[src/tmr_cfg.svh]
// Address map, field positions, reset values and clock rates of the sensor timer set
`ifndef TMR_CFG_SVH
`define TMR_CFG_SVH

// ==========================================
// Clock rates (Hz)
`define SYS_HZ 28'h7735940
`define T2_HZ_FAST 28'h16E3600
`define T2_HZ_MED 28'h01E8480
`define T2_HZ_SLOW 28'h0008000

// ==========================================
// Register offsets
`define OFS_CTRL 8'h00
`define OFS_GP_CFG0 8'h04
`define OFS_GP_STRIDE 8'h0C
`define OFS_T2_TGT 8'h1C
`define OFS_T2_CNT 8'h20
`define OFS_CH_CFG0 8'h24
`define OFS_CH_STRIDE 8'h08
`define OFS_STAT 8'h44
`define OFS_MASK 8'h48
`define OFS_ADC_SEL 8'h4C

// ==========================================
// Control register fields
`define CTRL_T2_EN 0
`define CTRL_T2_SEL_LO 1
`define CTRL_T2_ONESHOT 3
`define CTRL_ARM_LO 8
`define CTRL_STOP_LO 10

// ==========================================
// Timer 0/1 configuration fields
`define GP_PRESC_HI 3
`define GP_TICK_MODE 4
`define GP_ONESHOT 5
`define GP_SRC_LO 6

// ==========================================
// Channel configuration fields
`define CH_CAPTURE 0
`define CH_ONESHOT 1
`define CH_MODE_LO 2
`define CH_ARM 4
`define CH_OUT 5

// ==========================================
// Event bits and reset values
`define EV_GP0 0
`define EV_T2_WRAP 2
`define EV_CH0 3
`define RST_TGT 16'hFFFF
`define RST_ZERO16 16'h0000

`endif

[src/tmr_pkg.sv]
// Types shared by the sensor timer set
package tmr_pkg;

  typedef enum logic [1:0] {
    OUT_TOGGLE,
    OUT_SET,
    OUT_CLEAR,
    OUT_PWM
  } out_mode_t;

  typedef enum logic [1:0] {
    T2_FAST,
    T2_MED,
    T2_SLOW,
    T2_SLOW_ALT
  } t2_clk_t;

  typedef struct packed {
    logic capture;
    logic oneshot;
    out_mode_t mode;
    logic armed;
    logic out;
    logic [15:0] val;
  } chan_t;

  typedef struct packed {
    logic run;
    logic tick_d;
    logic [15:0] pc;
    logic [15:0] cnt;
    logic evt;
  } gp_state_t;

  typedef struct packed {
    logic [3:0] tick_s1;
    logic [3:0] tick_s2;
    logic [3:0] cap_s1;
    logic [3:0] cap_s2;
    logic [3:0] cap_d;
    logic [1:0][7:0] gp_cfg;
    logic [1:0][15:0] gp_tgt;
    logic t2_en;
    t2_clk_t t2_sel;
    logic t2_oneshot;
    logic [27:0] acc;
    logic [15:0] t2_tgt;
    logic [15:0] t2_cnt;
    chan_t [3:0] ch;
    logic [6:0] stat;
    logic [6:0] mask;
    logic [6:0] adc_sel;
    logic [6:0] evt;
    logic adc_trig;
    logic [31:0] rdata;
  } tmr_state_t;

endpackage

[src/gp_timer.sv]
// 16-bit counter with power-of-two prescaler, tick mode and one-shot/periodic modes
`timescale 1ns/1ps
`include "tmr_cfg.svh"

module gp_timer (
  input wire logic mclk_i,
  input wire logic rst_i,
  input wire logic arm_i,
  input wire logic stop_i,
  input wire logic [3:0] presc_i,
  input wire logic tick_mode_i,
  input wire logic oneshot_i,
  input wire logic tick_i,
  input wire logic [15:0] target_i,
  output logic [15:0] cnt_o,
  output logic run_o,
  output logic evt_o
);
  import tmr_pkg::*;

  gp_state_t s_r;
  gp_state_t s_nxt;
  logic [15:0] pmask;
  logic step;

  always_comb begin
    s_nxt = s_r;
    s_nxt.evt = 1'b0;
    s_nxt.tick_d = tick_i;
    pmask = ~(16'hFFFF << presc_i);
    step = 1'b0;
    if (s_r.run) begin
      if (tick_mode_i) begin
        step = tick_i ^ s_r.tick_d;
      end else begin
        step = (s_r.pc == pmask);
        s_nxt.pc = step ? `RST_ZERO16 : s_r.pc + 16'h0001;
      end
    end
    if (step) begin
      if (s_r.cnt == target_i) begin
        s_nxt.evt = 1'b1;
        if (oneshot_i) begin
          s_nxt.run = 1'b0;
        end else begin
          s_nxt.cnt = `RST_ZERO16;
        end
      end else begin
        s_nxt.cnt = s_r.cnt + 16'h0001;
      end
    end
    if (stop_i) begin
      s_nxt.run = 1'b0;
    end
    // Arming restarts from zero so a one-shot can be fired again
    if (arm_i) begin
      s_nxt.run = 1'b1;
      s_nxt.cnt = `RST_ZERO16;
      s_nxt.pc = `RST_ZERO16;
    end
  end

  always_ff @(posedge mclk_i or posedge rst_i) begin
    if (rst_i) begin
      s_r <= '0;
    end else begin
      s_r <= s_nxt;
    end
  end

  assign cnt_o = s_r.cnt;
  assign run_o = s_r.run;
  assign evt_o = s_r.evt;
endmodule

[src/sensor_domain_timer_set.sv]
// Sensor-domain timer set: two prescaled timers and a four-channel capture/compare timer
//
// The address map and strobed register access were left to the implementer.
`timescale 1ns/1ps
`include "tmr_cfg.svh"

// Summary of operation
// - Three independent timers 0, 1 and 2 are run without any help from the main processor.
// - Timers 0 and 1 are 16-bit counters behind a prescaler dividing by a power of two.
// - Timers 0 and 1 advance on each prescaled clock or on each edge of a chosen tick input.
// - Timers 0 and 1 run once and stop in one-shot mode, or repeat runs in periodic mode.
// - Timer 2 is a 16-bit counter clocked at 24 MHz, 2 MHz or 32 kHz, free of the processor.
// - Timer 2 has four channels, each capture or compare, each one-shot or periodic.
// - Timer 2 events are pulsed to the processor and can trigger the ADC.
// - Timer 2 compare channels drive outputs that can form PWM or other waveforms.
module sensor_domain_timer_set (
  input wire logic mclk_i,
  input wire logic rst_i,
  input wire logic [7:0] addr_i,
  input wire logic [31:0] wr_data_i,
  input wire logic wr_i,
  input wire logic rd_i,
  output logic [31:0] rd_data_o,
  input wire logic [3:0] tick_src_i,
  input wire logic [3:0] capture_i,
  output logic [3:0] compare_o,
  output logic [6:0] event_o,
  output logic adc_trig_o,
  output logic irq_o
);
  import tmr_pkg::*;

  tmr_state_t s_r;
  tmr_state_t s_nxt;
  logic [1:0] gp_arm;
  logic [1:0] gp_stop;
  logic [1:0] gp_run;
  logic [1:0] gp_evt;
  logic [1:0][15:0] gp_cnt;
  logic [27:0] t2_rate;
  logic [27:0] acc_sum;
  logic t2_step;
  logic t2_wrap;
  logic [3:0] ch_evt;
  logic [3:0] cap_rise;
  logic [6:0] evt_now;

  // ==========================================
  // Address decode helpers
  function automatic logic hit_gp(input logic [7:0] a, input int unsigned i,
                                  input int unsigned k);
    hit_gp = (a == 8'(`OFS_GP_CFG0 + i * `OFS_GP_STRIDE + k * 4));
  endfunction

  function automatic logic hit_ch(input logic [7:0] a, input int unsigned i,
                                  input int unsigned k);
    hit_ch = (a == 8'(`OFS_CH_CFG0 + i * `OFS_CH_STRIDE + k * 4));
  endfunction

  // ==========================================
  // Timers 0 and 1
  assign gp_arm = (wr_i && addr_i == `OFS_CTRL) ? wr_data_i[`CTRL_ARM_LO+:2] : 2'b00;
  assign gp_stop = (wr_i && addr_i == `OFS_CTRL) ? wr_data_i[`CTRL_STOP_LO+:2] : 2'b00;

  genvar g;
  generate
    for (g = 0; g < 2; g = g + 1) begin : gen_gp
      gp_timer u_gp (
        .mclk_i(mclk_i),
        .rst_i(rst_i),
        .arm_i(gp_arm[g]),
        .stop_i(gp_stop[g]),
        .presc_i(s_r.gp_cfg[g][`GP_PRESC_HI:0]),
        .tick_mode_i(s_r.gp_cfg[g][`GP_TICK_MODE]),
        .oneshot_i(s_r.gp_cfg[g][`GP_ONESHOT]),
        .tick_i(s_r.tick_s2[s_r.gp_cfg[g][`GP_SRC_LO+:2]]),
        .target_i(s_r.gp_tgt[g]),
        .cnt_o(gp_cnt[g]),
        .run_o(gp_run[g]),
        .evt_o(gp_evt[g])
      );
    end
  endgenerate

  // ==========================================
  // Timer 2 clock enable
  // A fractional accumulator gives the exact average rate; the enable jitters by one
  // system cycle, which is invisible at these rates.
  always_comb begin
    case (s_r.t2_sel)
      T2_FAST: t2_rate = `T2_HZ_FAST;
      T2_MED: t2_rate = `T2_HZ_MED;
      default: t2_rate = `T2_HZ_SLOW;
    endcase
  end

  assign acc_sum = s_r.acc + t2_rate;
  assign t2_step = s_r.t2_en && (acc_sum >= `SYS_HZ);
  assign t2_wrap = t2_step && (s_r.t2_cnt == s_r.t2_tgt);

  // ==========================================
  // Channel events
  always_comb begin
    for (int i = 0; i < 4; i++) begin
      cap_rise[i] = s_r.cap_s2[i] && !s_r.cap_d[i];
      if (s_r.ch[i].capture) begin
        ch_evt[i] = s_r.ch[i].armed && cap_rise[i];
      end else begin
        ch_evt[i] = s_r.ch[i].armed && t2_step && (s_r.t2_cnt == s_r.ch[i].val);
      end
    end
  end

  assign evt_now = {ch_evt, t2_wrap, gp_evt};

  // ==========================================
  // Next state
  always_comb begin
    s_nxt = s_r;
    s_nxt.tick_s1 = tick_src_i;
    s_nxt.tick_s2 = s_r.tick_s1;
    s_nxt.cap_s1 = capture_i;
    s_nxt.cap_s2 = s_r.cap_s1;
    s_nxt.cap_d = s_r.cap_s2;
    s_nxt.evt = evt_now;
    s_nxt.adc_trig = |(evt_now & s_r.adc_sel);
    s_nxt.rdata = 32'h00000000;

    // Timer 2 counting
    if (s_r.t2_en) begin
      s_nxt.acc = t2_step ? acc_sum - `SYS_HZ : acc_sum;
    end
    if (t2_step) begin
      if (t2_wrap) begin
        if (s_r.t2_oneshot) begin
          s_nxt.t2_en = 1'b0;
        end else begin
          s_nxt.t2_cnt = `RST_ZERO16;
        end
      end else begin
        s_nxt.t2_cnt = s_r.t2_cnt + 16'h0001;
      end
    end

    // Channel actions
    for (int i = 0; i < 4; i++) begin
      if (!s_r.ch[i].capture && s_r.ch[i].mode == OUT_PWM && s_r.ch[i].armed && t2_wrap) begin
        s_nxt.ch[i].out = 1'b1;
      end
      if (ch_evt[i]) begin
        if (s_r.ch[i].capture) begin
          s_nxt.ch[i].val = s_r.t2_cnt;
        end else begin
          case (s_r.ch[i].mode)
            OUT_TOGGLE: s_nxt.ch[i].out = !s_r.ch[i].out;
            OUT_SET: s_nxt.ch[i].out = 1'b1;
            OUT_CLEAR: s_nxt.ch[i].out = 1'b0;
            OUT_PWM: s_nxt.ch[i].out = 1'b0;
            default: s_nxt.ch[i].out = s_r.ch[i].out;
          endcase
        end
        if (s_r.ch[i].oneshot) begin
          s_nxt.ch[i].armed = 1'b0;
        end
      end
    end

    // Sticky flags; a new event beats a clear in the same cycle
    if (wr_i && addr_i == `OFS_STAT) begin
      s_nxt.stat = (s_r.stat & ~wr_data_i[6:0]) | evt_now;
    end else begin
      s_nxt.stat = s_r.stat | evt_now;
    end

    // Register writes
    if (wr_i) begin
      case (addr_i)
        `OFS_CTRL: begin
          s_nxt.t2_en = wr_data_i[`CTRL_T2_EN];
          s_nxt.t2_sel = t2_clk_t'(wr_data_i[`CTRL_T2_SEL_LO+:2]);
          s_nxt.t2_oneshot = wr_data_i[`CTRL_T2_ONESHOT];
          if (wr_data_i[`CTRL_T2_EN] && !s_r.t2_en) begin
            s_nxt.acc = 28'h0000000;
          end
        end
        `OFS_T2_TGT: s_nxt.t2_tgt = wr_data_i[15:0];
        `OFS_T2_CNT: s_nxt.t2_cnt = wr_data_i[15:0];
        `OFS_MASK: s_nxt.mask = wr_data_i[6:0];
        `OFS_ADC_SEL: s_nxt.adc_sel = wr_data_i[6:0];
        default: begin
        end
      endcase
      for (int i = 0; i < 2; i++) begin
        if (hit_gp(addr_i, i, 0)) begin
          s_nxt.gp_cfg[i] = wr_data_i[7:0];
        end
        if (hit_gp(addr_i, i, 1)) begin
          s_nxt.gp_tgt[i] = wr_data_i[15:0];
        end
      end
      for (int i = 0; i < 4; i++) begin
        if (hit_ch(addr_i, i, 0)) begin
          s_nxt.ch[i].capture = wr_data_i[`CH_CAPTURE];
          s_nxt.ch[i].oneshot = wr_data_i[`CH_ONESHOT];
          s_nxt.ch[i].mode = out_mode_t'(wr_data_i[`CH_MODE_LO+:2]);
          s_nxt.ch[i].armed = wr_data_i[`CH_ARM];
          s_nxt.ch[i].out = wr_data_i[`CH_OUT];
        end
        if (hit_ch(addr_i, i, 1)) begin
          s_nxt.ch[i].val = wr_data_i[15:0];
        end
      end
    end

    // Register reads, answered one cycle later; unmapped addresses read zero
    if (rd_i) begin
      case (addr_i)
        `OFS_CTRL: begin
          s_nxt.rdata[`CTRL_T2_EN] = s_r.t2_en;
          s_nxt.rdata[`CTRL_T2_SEL_LO+:2] = s_r.t2_sel;
          s_nxt.rdata[`CTRL_T2_ONESHOT] = s_r.t2_oneshot;
          s_nxt.rdata[`CTRL_ARM_LO+:2] = gp_run;
        end
        `OFS_T2_TGT: s_nxt.rdata[15:0] = s_r.t2_tgt;
        `OFS_T2_CNT: s_nxt.rdata[15:0] = s_r.t2_cnt;
        `OFS_STAT: s_nxt.rdata[6:0] = s_r.stat;
        `OFS_MASK: s_nxt.rdata[6:0] = s_r.mask;
        `OFS_ADC_SEL: s_nxt.rdata[6:0] = s_r.adc_sel;
        default: begin
        end
      endcase
      for (int i = 0; i < 2; i++) begin
        if (hit_gp(addr_i, i, 0)) begin
          s_nxt.rdata[7:0] = s_r.gp_cfg[i];
        end
        if (hit_gp(addr_i, i, 1)) begin
          s_nxt.rdata[15:0] = s_r.gp_tgt[i];
        end
        if (hit_gp(addr_i, i, 2)) begin
          s_nxt.rdata[15:0] = gp_cnt[i];
        end
      end
      for (int i = 0; i < 4; i++) begin
        if (hit_ch(addr_i, i, 0)) begin
          s_nxt.rdata[`CH_CAPTURE] = s_r.ch[i].capture;
          s_nxt.rdata[`CH_ONESHOT] = s_r.ch[i].oneshot;
          s_nxt.rdata[`CH_MODE_LO+:2] = s_r.ch[i].mode;
          s_nxt.rdata[`CH_ARM] = s_r.ch[i].armed;
          s_nxt.rdata[`CH_OUT] = s_r.ch[i].out;
        end
        if (hit_ch(addr_i, i, 1)) begin
          s_nxt.rdata[15:0] = s_r.ch[i].val;
        end
      end
    end
  end

  // ==========================================
  // State register
  always_ff @(posedge mclk_i or posedge rst_i) begin
    if (rst_i) begin
      s_r <= '0;
      s_r.gp_tgt <= {`RST_TGT, `RST_TGT};
      s_r.t2_tgt <= `RST_TGT;
    end else begin
      s_r <= s_nxt;
    end
  end

  // ==========================================
  // Outputs
  assign rd_data_o = s_r.rdata;
  assign event_o = s_r.evt;
  assign adc_trig_o = s_r.adc_trig;
  assign irq_o = |(s_r.stat & s_r.mask);

  generate
    for (g = 0; g < 4; g = g + 1) begin : gen_out
      assign compare_o[g] = s_r.ch[g].out;
    end
  endgenerate
endmodule

[config.mk]
export PLATFORM = sky130hd
export DESIGN_NAME = sensor_domain_timer_set
export DESIGN_NICKNAME = d
export VERILOG_FILES = /design/src/tmr_pkg.sv /design/src/gp_timer.sv /design/src/sensor_domain_timer_set.sv
export VERILOG_INCLUDE_DIRS = /design/src
export SDC_FILE = /design/constraint.sdc
export NUM_CORES = 1
export LEC_CHECK = 0
export ABC_AREA = 1
export BUFFER_PORTS_ARGS = -buffer_cell sky130_fd_sc_hd__buf_2
export CORE_UTILIZATION = 50
export CTS_CLUSTER_DIAMETER = 200
export DETAILED_ROUTE_END_ITERATION = 10
export PLACE_DENSITY = 0.67
export SLEW_MARGIN = 15
export SYNTH_ARGS = -nofsm -noshare
export SYNTH_HDL_FRONTEND = slang
export SYNTH_SLANG_ARGS = --single-unit
[constraint.sdc]
create_clock -name mclk_i -period 14.5 [get_ports mclk_i]
set_clock_uncertainty 0.1 [all_clocks]
set_input_delay 1.45 -clock mclk_i [delete_from_list [all_inputs] [get_ports mclk_i]]
set_output_delay 1.45 -clock mclk_i [all_outputs]
set_load 0.01 [all_outputs]
---- After elaboration in Yosys (flattened, before gate mapping) ----
Cells that the tools add are included.
cells by class
  add/sub/neg operators ................... 7
  $lt $le $gt $ge ......................... 3
  eq/ne operators ......................... 45
  shift-type cells ........................ 2
  multiplexer cells ....................... 108
  bitwise operators ....................... 10
  reductions and logical operators ........ 86
operator list
  kind                                                   count
  2-to-1 mux 16 bit                                      33
  2-to-1 mux 152 bit                                     1
  equality test 16 bit                                   9
  2-to-1 mux 32 bit                                      3
  2-to-1 mux 28 bit                                      3
  adder 16 x 1 -> 16 bit, second input constant          5
  2-to-1 mux 18 bit                                      4
  equality test 8 x 6 -> 1 bit, second input constant    8
  case mux 25 bit (2 select lines)                       1
  2-to-1 mux 6 bit                                       8
  2-to-1 mux 1 bit                                       37
  2-to-1 mux 17 bit                                      2
  logical AND 1 bit                                      33
  equality test 8 x 5 -> 1 bit, second input constant    4
  equality test 8 x 7 -> 1 bit, second input constant    4
  inverter 16 bit                                        2
  AND reduction 2 bit                                    16
  left shift 16 x 4 -> 16 bit, first input constant      2
  adder 28 bit                                           1
  >= comparator 28 x 27 -> 1 bit, second input constant  1
  subtractor 28 x 27 -> 28 bit, second input constant    1
  case mux 4 bit (6 select lines)                        1
  bitwise AND 7 bit                                      3
  nonzero test 3 bit                                     6
  26 further kinds                                       73
word-level totals
  register bits after elaboration ......... 335
  input port bits ......................... 52
  output and inout port bits .............. 45
  word-level logic and storage cells ...... 316

---- Longest topological paths before layout ----
Gate-level depths: netlist of run 1.
  depth after elaboration ................. 18
  mapped depth ............................ 25
  depth with buffers taken out ............ 24

---- Hierarchy ----
From an unflattened synthesis of run 1, not the netlist that was laid out.
unflattened totals
  cells, all modules ...................... 2,946
  area total of the unflattened synthesis .. 21,246.6 um^2
by module, submodules not included
  module                     times used  cells an instance  area each (um^2)  seq. area each (um^2)
  sensor_domain_timer_set    1           2,137              15,595.0          6,541.3
  gp_timer (gen_gp[1].u_gp)  1           401                2,830.2           875.8
  gp_timer (gen_gp[0].u_gp)  1           408                2,821.5           875.8

---- Worst setup path after synthesis of run 1 ----
OpenSTA, ideal clock, no wires.
  path kind ............................... input -> register
  from .................................... input port addr_i[1]
  to ...................................... register gen_gp[0].u_gp.s_r[31] (netlist bit)
  setup time .............................. 0.130 ns
  arrival ................................. 3.134 ns
  required time ........................... 14.270 ns
  path slack .............................. 11.136 ns
  cell stages on the path ................. 15
  buffers on the path ..................... 0
  cells stage by stage .................... nor2_2 nand3_1 inv_1 nand2_2 nor2_4 inv_1 nor2_1 inv_2 nand2_1 and3_1 nand2_1 nor2_1 nand2_1 nor3_1 nor3_1
on the way
  longest elaborated chain between the ends .. 5
  elaborated cells between the ends (all ways) .. 7
  classes of those cells .................. eq/ne: 1; mux: 2; reduce/logical: 4
ends and longest elaborated chain
  element                                                                                line                           RTL
  start, declared                                                                        sensor_domain_timer_set.sv:19  input wire logic [7:0] addr_i,
  logical NOT 8 bit *                                                                    n/a
  logical AND 1 bit (no source line) *                                                   n/a
  2-to-1 mux 2 bit *                                                                     sensor_domain_timer_set.sv:62  assign gp_arm = (wr_i && addr_i == `OFS_CTRL) ? wr_data_i[`CTRL_ARM_LO+:2] : 2'b00;
  inequality test 2 x 1 -> 1 bit (no source line) or nonzero test 2 bit (tied branches)  n/a
  AND reduction 2 bit (no source line)                                                   n/a
  end signal, assigned                                                                   gp_timer.sv:67                 s_r <= s_nxt;
  end, declared                                                                          gp_timer.sv:21                 gp_state_t s_r;
Mark *: on every way between the ends. The rest lies on a longest branch, timed or not.
A chain may end at the register's enable or synchronous reset.

==> impl_metrics.tcl, run 1 <==
set metrics [dict create \
    r2r_start "s_r[211]" \
    grt_max_degree 122 \
    core_um2 39800 \
    first_pass_iters 8 \
    grt_overflow_total 0 \
    root_buffer "clkbuf_16" \
    nets 2810 \
    grt_first_pass_wirelength_um 99600 \
    grt_pass1_vias 17596 \
    finalHoldViolCount 0 \
    holdPathEnd "s_r[276]" \
    placed_cell_area_um2 20600 \
    die-area_um2 41300 \
    wl_per_cell_um 19.1 \
    cp.required_ps 14850 \
    antenna_left 0 \
    fin_crit_sh_pct 30.2 \
    setup_viol 0 \
    finalPower_mw 3.06 \
    cts_tree "built" \
    hold_buffers 0 \
    max_freq_ghz 0.229 \
    tns_ps 0 \
    die_w_um 203 \
    track_usage_pct 30.9 \
    crit_start "s_r[211]" \
    cts.sinks 329 \
    cap_violations 0 \
    rows 73 \
    num_antenna_cells 0 \
    place_congestion 0.928 \
    initial_core_util_pct 50.9 \
    synth_seq_cells 329 \
    area_growth_pct 8.30 \
    clock_latency_ps 570 \
    worstRegToRegCells 23 \
    cts_buffers 40 \
    arrival_ps 4720 \
    postCtsSetupRepairBufs 0 \
    synth_edf_count 0 \
    whs_path_depth 0 \
    syn_avg_cell_area_um2 7.38 \
    fillers 3823 \
    path_class "reg -> reg" \
    cp-start-kind "flop" \
    fin_crit_ps 4370 \
    rrSetupSlack_ps 10130 \
    netlist_area_um2 20300 \
    cts_buffer_depth 3 \
    drive_gt1_share_pct 9.51 \
    die_h_um 203 \
    r2r-end "s_r[149]" \
    drt_iter0_markers 1859 \
    hold_start "s_nxt[276]" \
    drc 0 \
    routed_wl_um 62900 \
    vias 18881 \
    clkTransAtPathRegs_ps 60 \
    antenna_found_initial 0 \
    maxSlewViolCount 0 \
    boundaryPins 97 \
    vias_per_cell 5.74 \
    design_area_um2 21900 \
    tightest_slew_ps 1150 \
    synth_cell_types 60 \
    postSynth.asyncResetShare_pct 100 \
    cp-end-kind "flop" \
    cts_max_level 2 \
    place_hpwl_um 44900 \
    p_leak_nw 10.2 \
    cts.repair.resized 0 \
    path_max_fanout 42 \
    status "completed" \
    holdWs_ps 245 \
    hold_class "reg -> reg" \
    synth_flop_cell "dfrtp_1" \
    yosysSeqAreaShare_pct 40.9 \
    power_density_nw_per_um2 139 \
    synth_warnings 0 \
    syn_inst 2747 \
    port-buffer-count 64 \
    peakVddDrop_mv 0.0745 \
    rsz0062_at_grt "no" \
    relSlewSlack_pct 22.9 \
]
[report_power, final]
part,internal [mW],switching (mW)
registers,1.02,0.162
clock network,0.588,0.412
logic,0.291,0.583
[cell usage after synthesis, types with 48 or more instances]
cell      count  share of area [%]
nand4_1      57                1.8
clkbuf_1     79                1.5
dfrtp_1     281                 35
nand3_1     153                3.8
inv_1       319                5.9
dfstp_2      48                6.2
a21oi_1     103                2.5
nor2_1      191                3.5
o21ai_0     295                7.3
o211ai_1     50                1.9
nand2_1     683                 13
xor2_1       95                4.1
[cells by family (layout without fill, tap and decap cells)]
kind of cell             count (synthesis)  count (layout)  synth area share (%)
AO/OA/AOI/OAI                          573             573                  16.2
XOR/XNOR                               127             127                  5.60
adder cells (fa/ha/maj)                 22              22                  1.36
buffers and inverters                  483             487                  10.0
flip-flops                             329             329                  40.9
other                                    1              16                0.0185
AND/OR/NAND/NOR                       1212            1212                  25.8
[layout make-up]
type	instances	area [µm²]	area share, %
multi-input cells	1950	10000	45.6
flip-flops and latches	329	8290	37.8
inverters	335	1260	5.76
clock buffers	62	1200	5.49
well taps	525	657	2.99
repair buffers	80	440	2.01
clock inverters	10	83.8	0.382
[worst max-delay path by stage]
stage          depth (start not counted)  slack, ps                endpoint
6_report                              23      10130                s_r[149]
3_3_place_gp                          13       9760            rd_data_o[9]
5_1_grt                               16       9760  gen_gp[1].u_gp.s_r[32]
2_1_floorplan                          1       3920              adc_trig_o
3_5_place_dp                          17       9680  gen_gp[1].u_gp.s_r[31]
4_1_cts                               23      10200                s_r[149]
[sequential cells by signal, indices dropped and copies added, names as in the netlist]
name and cells:
gen_gp.u_gp.run_o 2, s_nxt 12, gen_gp.u_gp.evt_o 2, gen_gp.u_gp.s_r 34, compare_o 4, s_r 219, event_o 7, gen_gp.u_gp.cnt_o 32
adc_trig_o 1, rd_data_o 16
[critical path: stages, from the launching register on]
cell and delay [ps]:
dfrtp_1 400, nor2_1 550, inv_1 100, ha_1 360, nand2_2 140, inv_1 50, nand2_1 80, nand2_1 80
inv_1 70, nand3_1 60, nand2_1 70, nand2_2 80, nor2_2 250, nand2_1 110, nor2_2 110, nand3_2 100
nand3_2 90, nand2_4 80, nand2_4 440, nand3_2 360, inv_2 320, nand2_1 90, nand3_1 90, nand2_1 50
[stage by stage]
step	setup slack, ps	utilization, %	cells
finish	10130	55.1	3291
global route	9760	55.1	3291
global placement	9760	51.8	3219
floorplan	3920	-	2762
detailed placement	9680	51.8	3219
CTS	10200	55.1	3291
[routing by layer]
metal  wire (µm)  global-route usage (%)  vias to the layer above
met3        5250                    5.70                      157
li1            -                       -                     8963
met4        2470                    13.2                        0
met2       28400                    47.6                      808
met1       26800                    42.5                     8953
met5           0                       0                        -
[placed cells by master, fill, tap and decap left out, types with 50 or more instances in the layout]
cell type	count
nor2_1	191
o211ai_1	50
o21ai_0	295
buf_2	64
xor2_1	95
nand4_1	57
inv_1	318
nand3_1	151
dfrtp_1	281
a21oi_1	103
nand2_1	683
No activity file was read; power rests on OpenSTA's default activity.
==> run 2: changes to the inputs <==
Clock period 14.5 ns to 4.04 ns, I/O delays scaled along.
==> impl_metrics.tcl, run 2 (same netlist as run 1, synthesis figures left out) <==
set metrics [dict create \
    p_leak_nw 10.5 \
    combPwrFrac_pct 30.6 \
    rows 73 \
    maxSlewViolCount 0 \
    drc 0 \
    fillers 3806 \
    drive_gt1_share_pct 10.8 \
    core_um2 39800 \
    highest_layer "met5" \
    peakVddDrop_mv 0.293 \
    largest_reg_flops 219 \
    hold_class "in -> reg" \
    cts_buffer_depth 3 \
    pwr-share-clk_pct 32.2 \
    rrSetupSlack_ps 360 \
    switching_share_pct 37.5 \
    largest_register "s_r" \
    power.switching_mw 4.17 \
    stdcell_count 3343 \
    cts_tree "built" \
    cp-end-kind "flop" \
    tns_ps 0 \
    drt_iter0_markers 1729 \
    wl_met1_um 27300 \
    routed_wl_um 63900 \
    fin_crit_ps 3680 \
    cts_buffers 39 \
    critPathCapture "s_r[149]" \
    clock_latency_ps 560 \
    r2r_start "s_r[211]" \
    vias_per_cell 5.69 \
    clkTransAtPathRegs_ps 60 \
    pre_cts_ws_ps 326 \
    finalHoldViolCount 0 \
    finalPower_mw 11.1 \
    utilization_pct 56.3 \
    path_class "reg -> reg" \
    boundaryPins 97 \
    area_growth_pct 10.6 \
    nets 2862 \
    fin_crit_sh_pct 91.1 \
    power_density_nw_per_um2 497 \
    setup_viol 0 \
    cp.required_ps 4380 \
    holdWs_ps 13.7 \
    root_buffer "clkbuf_16" \
    path_max_fanout 20 \
    grt_first_pass_wirelength_um 101000 \
    max_freq_ghz 0.272 \
    cap_violations 0 \
    multiInputGateArea_um2 10000 \
    crit_start "s_r[211]" \
    design_area_um2 22400 \
    dr_wl_met2_um 28800 \
    grt_pass1_vias 18140 \
    layout_commonest_cell "nand2_1" \
    setup_ws_ps 358 \
    relSlewSlack_pct 31.1 \
    p_int_mw 6.96 \
    die_w_um 203 \
    wl_met3_um 5220 \
    rsz0062_at_grt "no" \
    die_h_um 203 \
    arrival_ps 4020 \
    worstRegToRegCells 20 \
    wl_per_cell_um 19.1 \
    r2r-end "s_r[149]" \
    place_inst 3260 \
    track_usage_pct 31.5 \
    cts.sinks 329 \
    grt_max_degree 116 \
    initial_core_util_pct 50.9 \
    vias 19033 \
    port-buffer-count 64 \
    cp-start-kind "flop" \
    status "completed" \
    place_hpwl_um 46600 \
    place_congestion 0.966 \
    antenna_left 0 \
    die-area_um2 41300 \
    placed_cell_area_um2 21000 \
    tightest_slew_ps 1030 \
    layout_common_cells "nand2_1, inv_1, o21ai_0, dfrtp_1, nor2_1" \
    first_pass_iters 6 \
    grt_overflow_total 0 \
    antenna_found_initial 2 \
    cts_max_level 2 \
    seq_area_um2 8290 \
    pwr-share-seq_pct 37.2 \
]
[run 2: layout make-up]
cell class	instances	area share (%)
Sequential cell	329	37.0
Tap cell	525	2.93
Clock inverter	14	0.609
Timing Repair Buffer	133	4.04
Antenna cell	1	0.0112
Clock buffer	56	5.15
Multi-Input combinational cell	1950	44.6
Inverter	335	5.64
[run 2: per-layer routing]
layer  vias up  GRT usage [%]
li1       9055              -
met1      9030           43.2
met2       787           48.8
met3       157           5.93
met4         4           13.1
met5         -              0
[run 2: worst min-delay path by stage]
stage                        from    endpoint  slack, ps  cells past startpoint
floorplan              s_nxt[265]  s_nxt[261]        230                      0
global placement       s_nxt[274]    s_r[274]        240                      0
detailed placement     s_nxt[273]    s_r[273]        240                      0
CTS                 wr_data_i[13]    s_r[162]        0.2                      3
global route         wr_data_i[7]    s_r[156]         30                      3
finish              wr_data_i[13]    s_r[162]         10                      3
[run 2: power by group through the flow]
stage / combinational, mW / clock (mW) / sequential, mW
finish: 3.41 / 3.58 / 4.14
global route: 3.81 / 3.78 / 4.17
CTS: 3.37 / 3.64 / 4.12
detailed placement: 3.34 / 0 / 4.17
global placement: 3.29 / 0 / 4.17
floorplan: 2.61 / 0 / 3.93
[run 2: what timing repair did]
| item | 4_1_cts | 5_1_grt |
|---|---|---|
| hold buffers | 12 | 0 |
| endpoints found under the setup margin | 0 | 1 |
| setup buffers | 0 | 0 |
| hold endpoints to repair | 15 | 0 |
| gates resized for setup | 0 | 1 |
[run 2: worst max-delay path, stage by stage, from the launching register on]
cell and delay (ps):
dfrtp_1 400, nor2_1 280, ha_1 280, ha_1 290, nand3_1 120, nand3_2 110, nand3_1 130, nand2_2 120
nand2_2 80, nand2_2 70, nand2_2 60, nand2_4 70, nand3_1 90, xor2_1 270, inv_2 130, nand2_4 260
nand3_2 260, inv_4 220, nand2_1 80, nand3_1 90, nand2_1 70
==> run 3: changes to the inputs <==
Settings changed: ABC_AREA 1 to default, SYNTH_HIERARCHICAL from default to 1.
==> impl_metrics.tcl, run 3 <==
set metrics [dict create \
    boundaryPins 97 \
    pre_cts_ws_ps 22.5 \
    cts_max_level 2 \
    synth_common_cells "dfrtp_1, nand2_1, nor2_1" \
    rsz0062_at_grt "no" \
    cts_buffer_depth 3 \
    post-synth-top-area-fraction_pct 34.1 \
    setup_viol 0 \
    r2r_start "s_r[210]" \
    place_congestion 0.998 \
    cts_buffers 39 \
    hold_start "rd_i" \
    routed_wl_um 64100 \
    netlist_area_um2 20600 \
    port-buffer-count 64 \
    fin_crit_ps 3910 \
    finalHoldViolCount 0 \
    cp-start-kind "flop" \
    relSlewSlack_pct 28.8 \
    synth_warnings 6 \
    track_usage_pct 30.5 \
    synth_flop_cell "dfrtp_1" \
    place_hpwl_um 45100 \
    grt_first_pass_wirelength_um 98700 \
    nets 2315 \
    vias_per_cell 6.39 \
    switching_share_pct 36.9 \
    synth_area_leaders "dfrtp_1, dfstp_2, xnor2_1, mux2_2, nand2_1" \
    peakVddDrop_mv 0.376 \
    synth_most_common_cell "dfrtp_1" \
    drive_gt1_share_pct 18.5 \
    postSynth.asyncResetShare_pct 100 \
    clock_latency_ps 580 \
    area_growth_pct 9.86 \
    maxSlewViolCount 0 \
    violations "DRC" \
    largest_reg_flops 219 \
    drc 1 \
    grt_pass1_vias 16755 \
    wl_per_cell_um 22.9 \
    combPwrFrac_pct 36.9 \
    setup_ws_ps 131 \
    status "finished with violations" \
    p_int_mw 7.82 \
    hold_class "in -> reg" \
    layout_commonest_cell "dfrtp_1" \
    cts_tree "built" \
    cts.sinks 329 \
    path_class "reg -> reg" \
    cp-end-kind "flop" \
    tightest_slew_ps 1070 \
    antenna_left 0 \
    fin_crit_sh_pct 96.8 \
    synth_cell_types 105 \
    tns_ps 0 \
    arrival_ps 4280 \
    syn_inst 2249 \
    whs_path_depth 3 \
    clkTransAtPathRegs_ps 60 \
    power_density_nw_per_um2 547 \
    cp.required_ps 4410 \
    crit_start "s_r[210]" \
    yosysSeqAreaShare_pct 40.2 \
    antenna_found_initial 1 \
    path_max_fanout 12 \
    root_buffer "clkbuf_16" \
    finalPower_mw 12.4 \
    core_um2 40700 \
    grt_overflow_total 0 \
    pwr-share-clk_pct 29.5 \
    grt_max_degree 103 \
    rows 74 \
    die_w_um 205 \
    largest_register "s_r" \
    yosys.area.top_type "dfrtp_1" \
    pwr-share-seq_pct 33.7 \
    power.switching_mw 4.57 \
    worstRegToRegCells 14 \
    max_freq_ghz 0.256 \
    initial_core_util_pct 50.6 \
    p_leak_nw 9.61 \
    layout_common_cells "dfrtp_1, nand2_1, nor2_1, a21oi_1, xnor2_1" \
    cap_violations 0 \
    synth_edf_count 0 \
    die-area_um2 42000 \
    syn_avg_cell_area_um2 9.17 \
    synth_seq_cells 329 \
    num_antenna_cells 0 \
    drt_iter0_markers 2091 \
    die_h_um 205 \
    first_pass_iters 10 \
    vias 17903 \
]
## run 3: per-layer routing
layer	track usage, %	routed length (µm)	vias to the layer above
met1	41.7	26900	8810
met3	5.76	5350	183
met2	47.1	29000	816
met4	12.9	2830	2
li1	-	-	8092
met5	0	13	-
## run 3: logic make-up (layout without fill, tap and decap cells)
| group | count (synthesis) | in the layout | share of synthesized area, % |
|---|---|---|---|
| compound gates | 589 | 589 | 20.5 |
| fa+ha+maj | 22 | 22 | 1.34 |
| mux | 117 | 117 | 6.31 |
| simple gates | 767 | 767 | 18.4 |
| xor+xnor | 148 | 148 | 6.38 |
| other cells | 1 | 16 | 0.0182 |
| flops | 329 | 329 | 40.2 |
| buf+inv | 276 | 283 | 6.81 |
## run 3: area by class of cell
type	count	area [µm²]
clock buffers	60	1160
inverters	59	228
clock inverters	11	154
fillers	3649	18100
flip-flops and latches	329	8290
well taps	532	666
repair buffers	153	1040
multi-input cells	1659	11100
## run 3: worst paths after layout
check | end | slack, ps
hold reg to reg | s_r[276] | 250
hold / removal | rd_data_o[9] | 70
setup / recovery | s_r[192] | 130
max in group asynchronous | s_r[115] | 2210
min in group asynchronous | s_r[252] | 330
setup reg to reg | s_r[192] | 130
## run 3: power by group through the flow
stage | logic, mW | clock network (mW) | registers (mW)
floorplan | 3.50 | 0 | 3.98
finish | 4.57 | 3.65 | 4.17
global placement | 4.19 | 0 | 4.18
CTS | 4.32 | 3.70 | 4.14
detailed placement | 4.28 | 0 | 4.19
global route | 4.98 | 3.81 | 4.21
## run 3: critical path, stage by stage, from the launching register on
cell	delay [ps]
dfrtp_1	410
or2_2	360
inv_4	130
ha_4	170
nand4_1	160
a211o_1	380
a21oi_2	230
mux2_4	350
a211oi_4	310
a21oi_2	110
a21boi_2	190
buf_4	200
o21a_1	200
or3_1	360
o221ai_2	160
## run 3: repair_timing
| action | CTS | global route |
|---|---|---|
| buffers inserted | 0 | 3 |
| gates resized for setup | 0 | 26 |
| setup endpoints to repair | 0 | 40 |
| endpoints found under the hold margin | 92 | 0 |
| hold buffers | 9 | 0 |
## run 3: metrics by stage
step	hold WS, ps	utilization [%]	std cells	cell area, µm²
4_1_cts	45.6	55.2	2800	22500
3_5_place_dp	237	51.8	2720	21100
5_1_grt	95.6	55.6	2803	22600
2_1_floorplan	231	-	2264	20700
3_3_place_gp	236	51.8	2720	21100
6_report	71.7	55.6	2803	22600
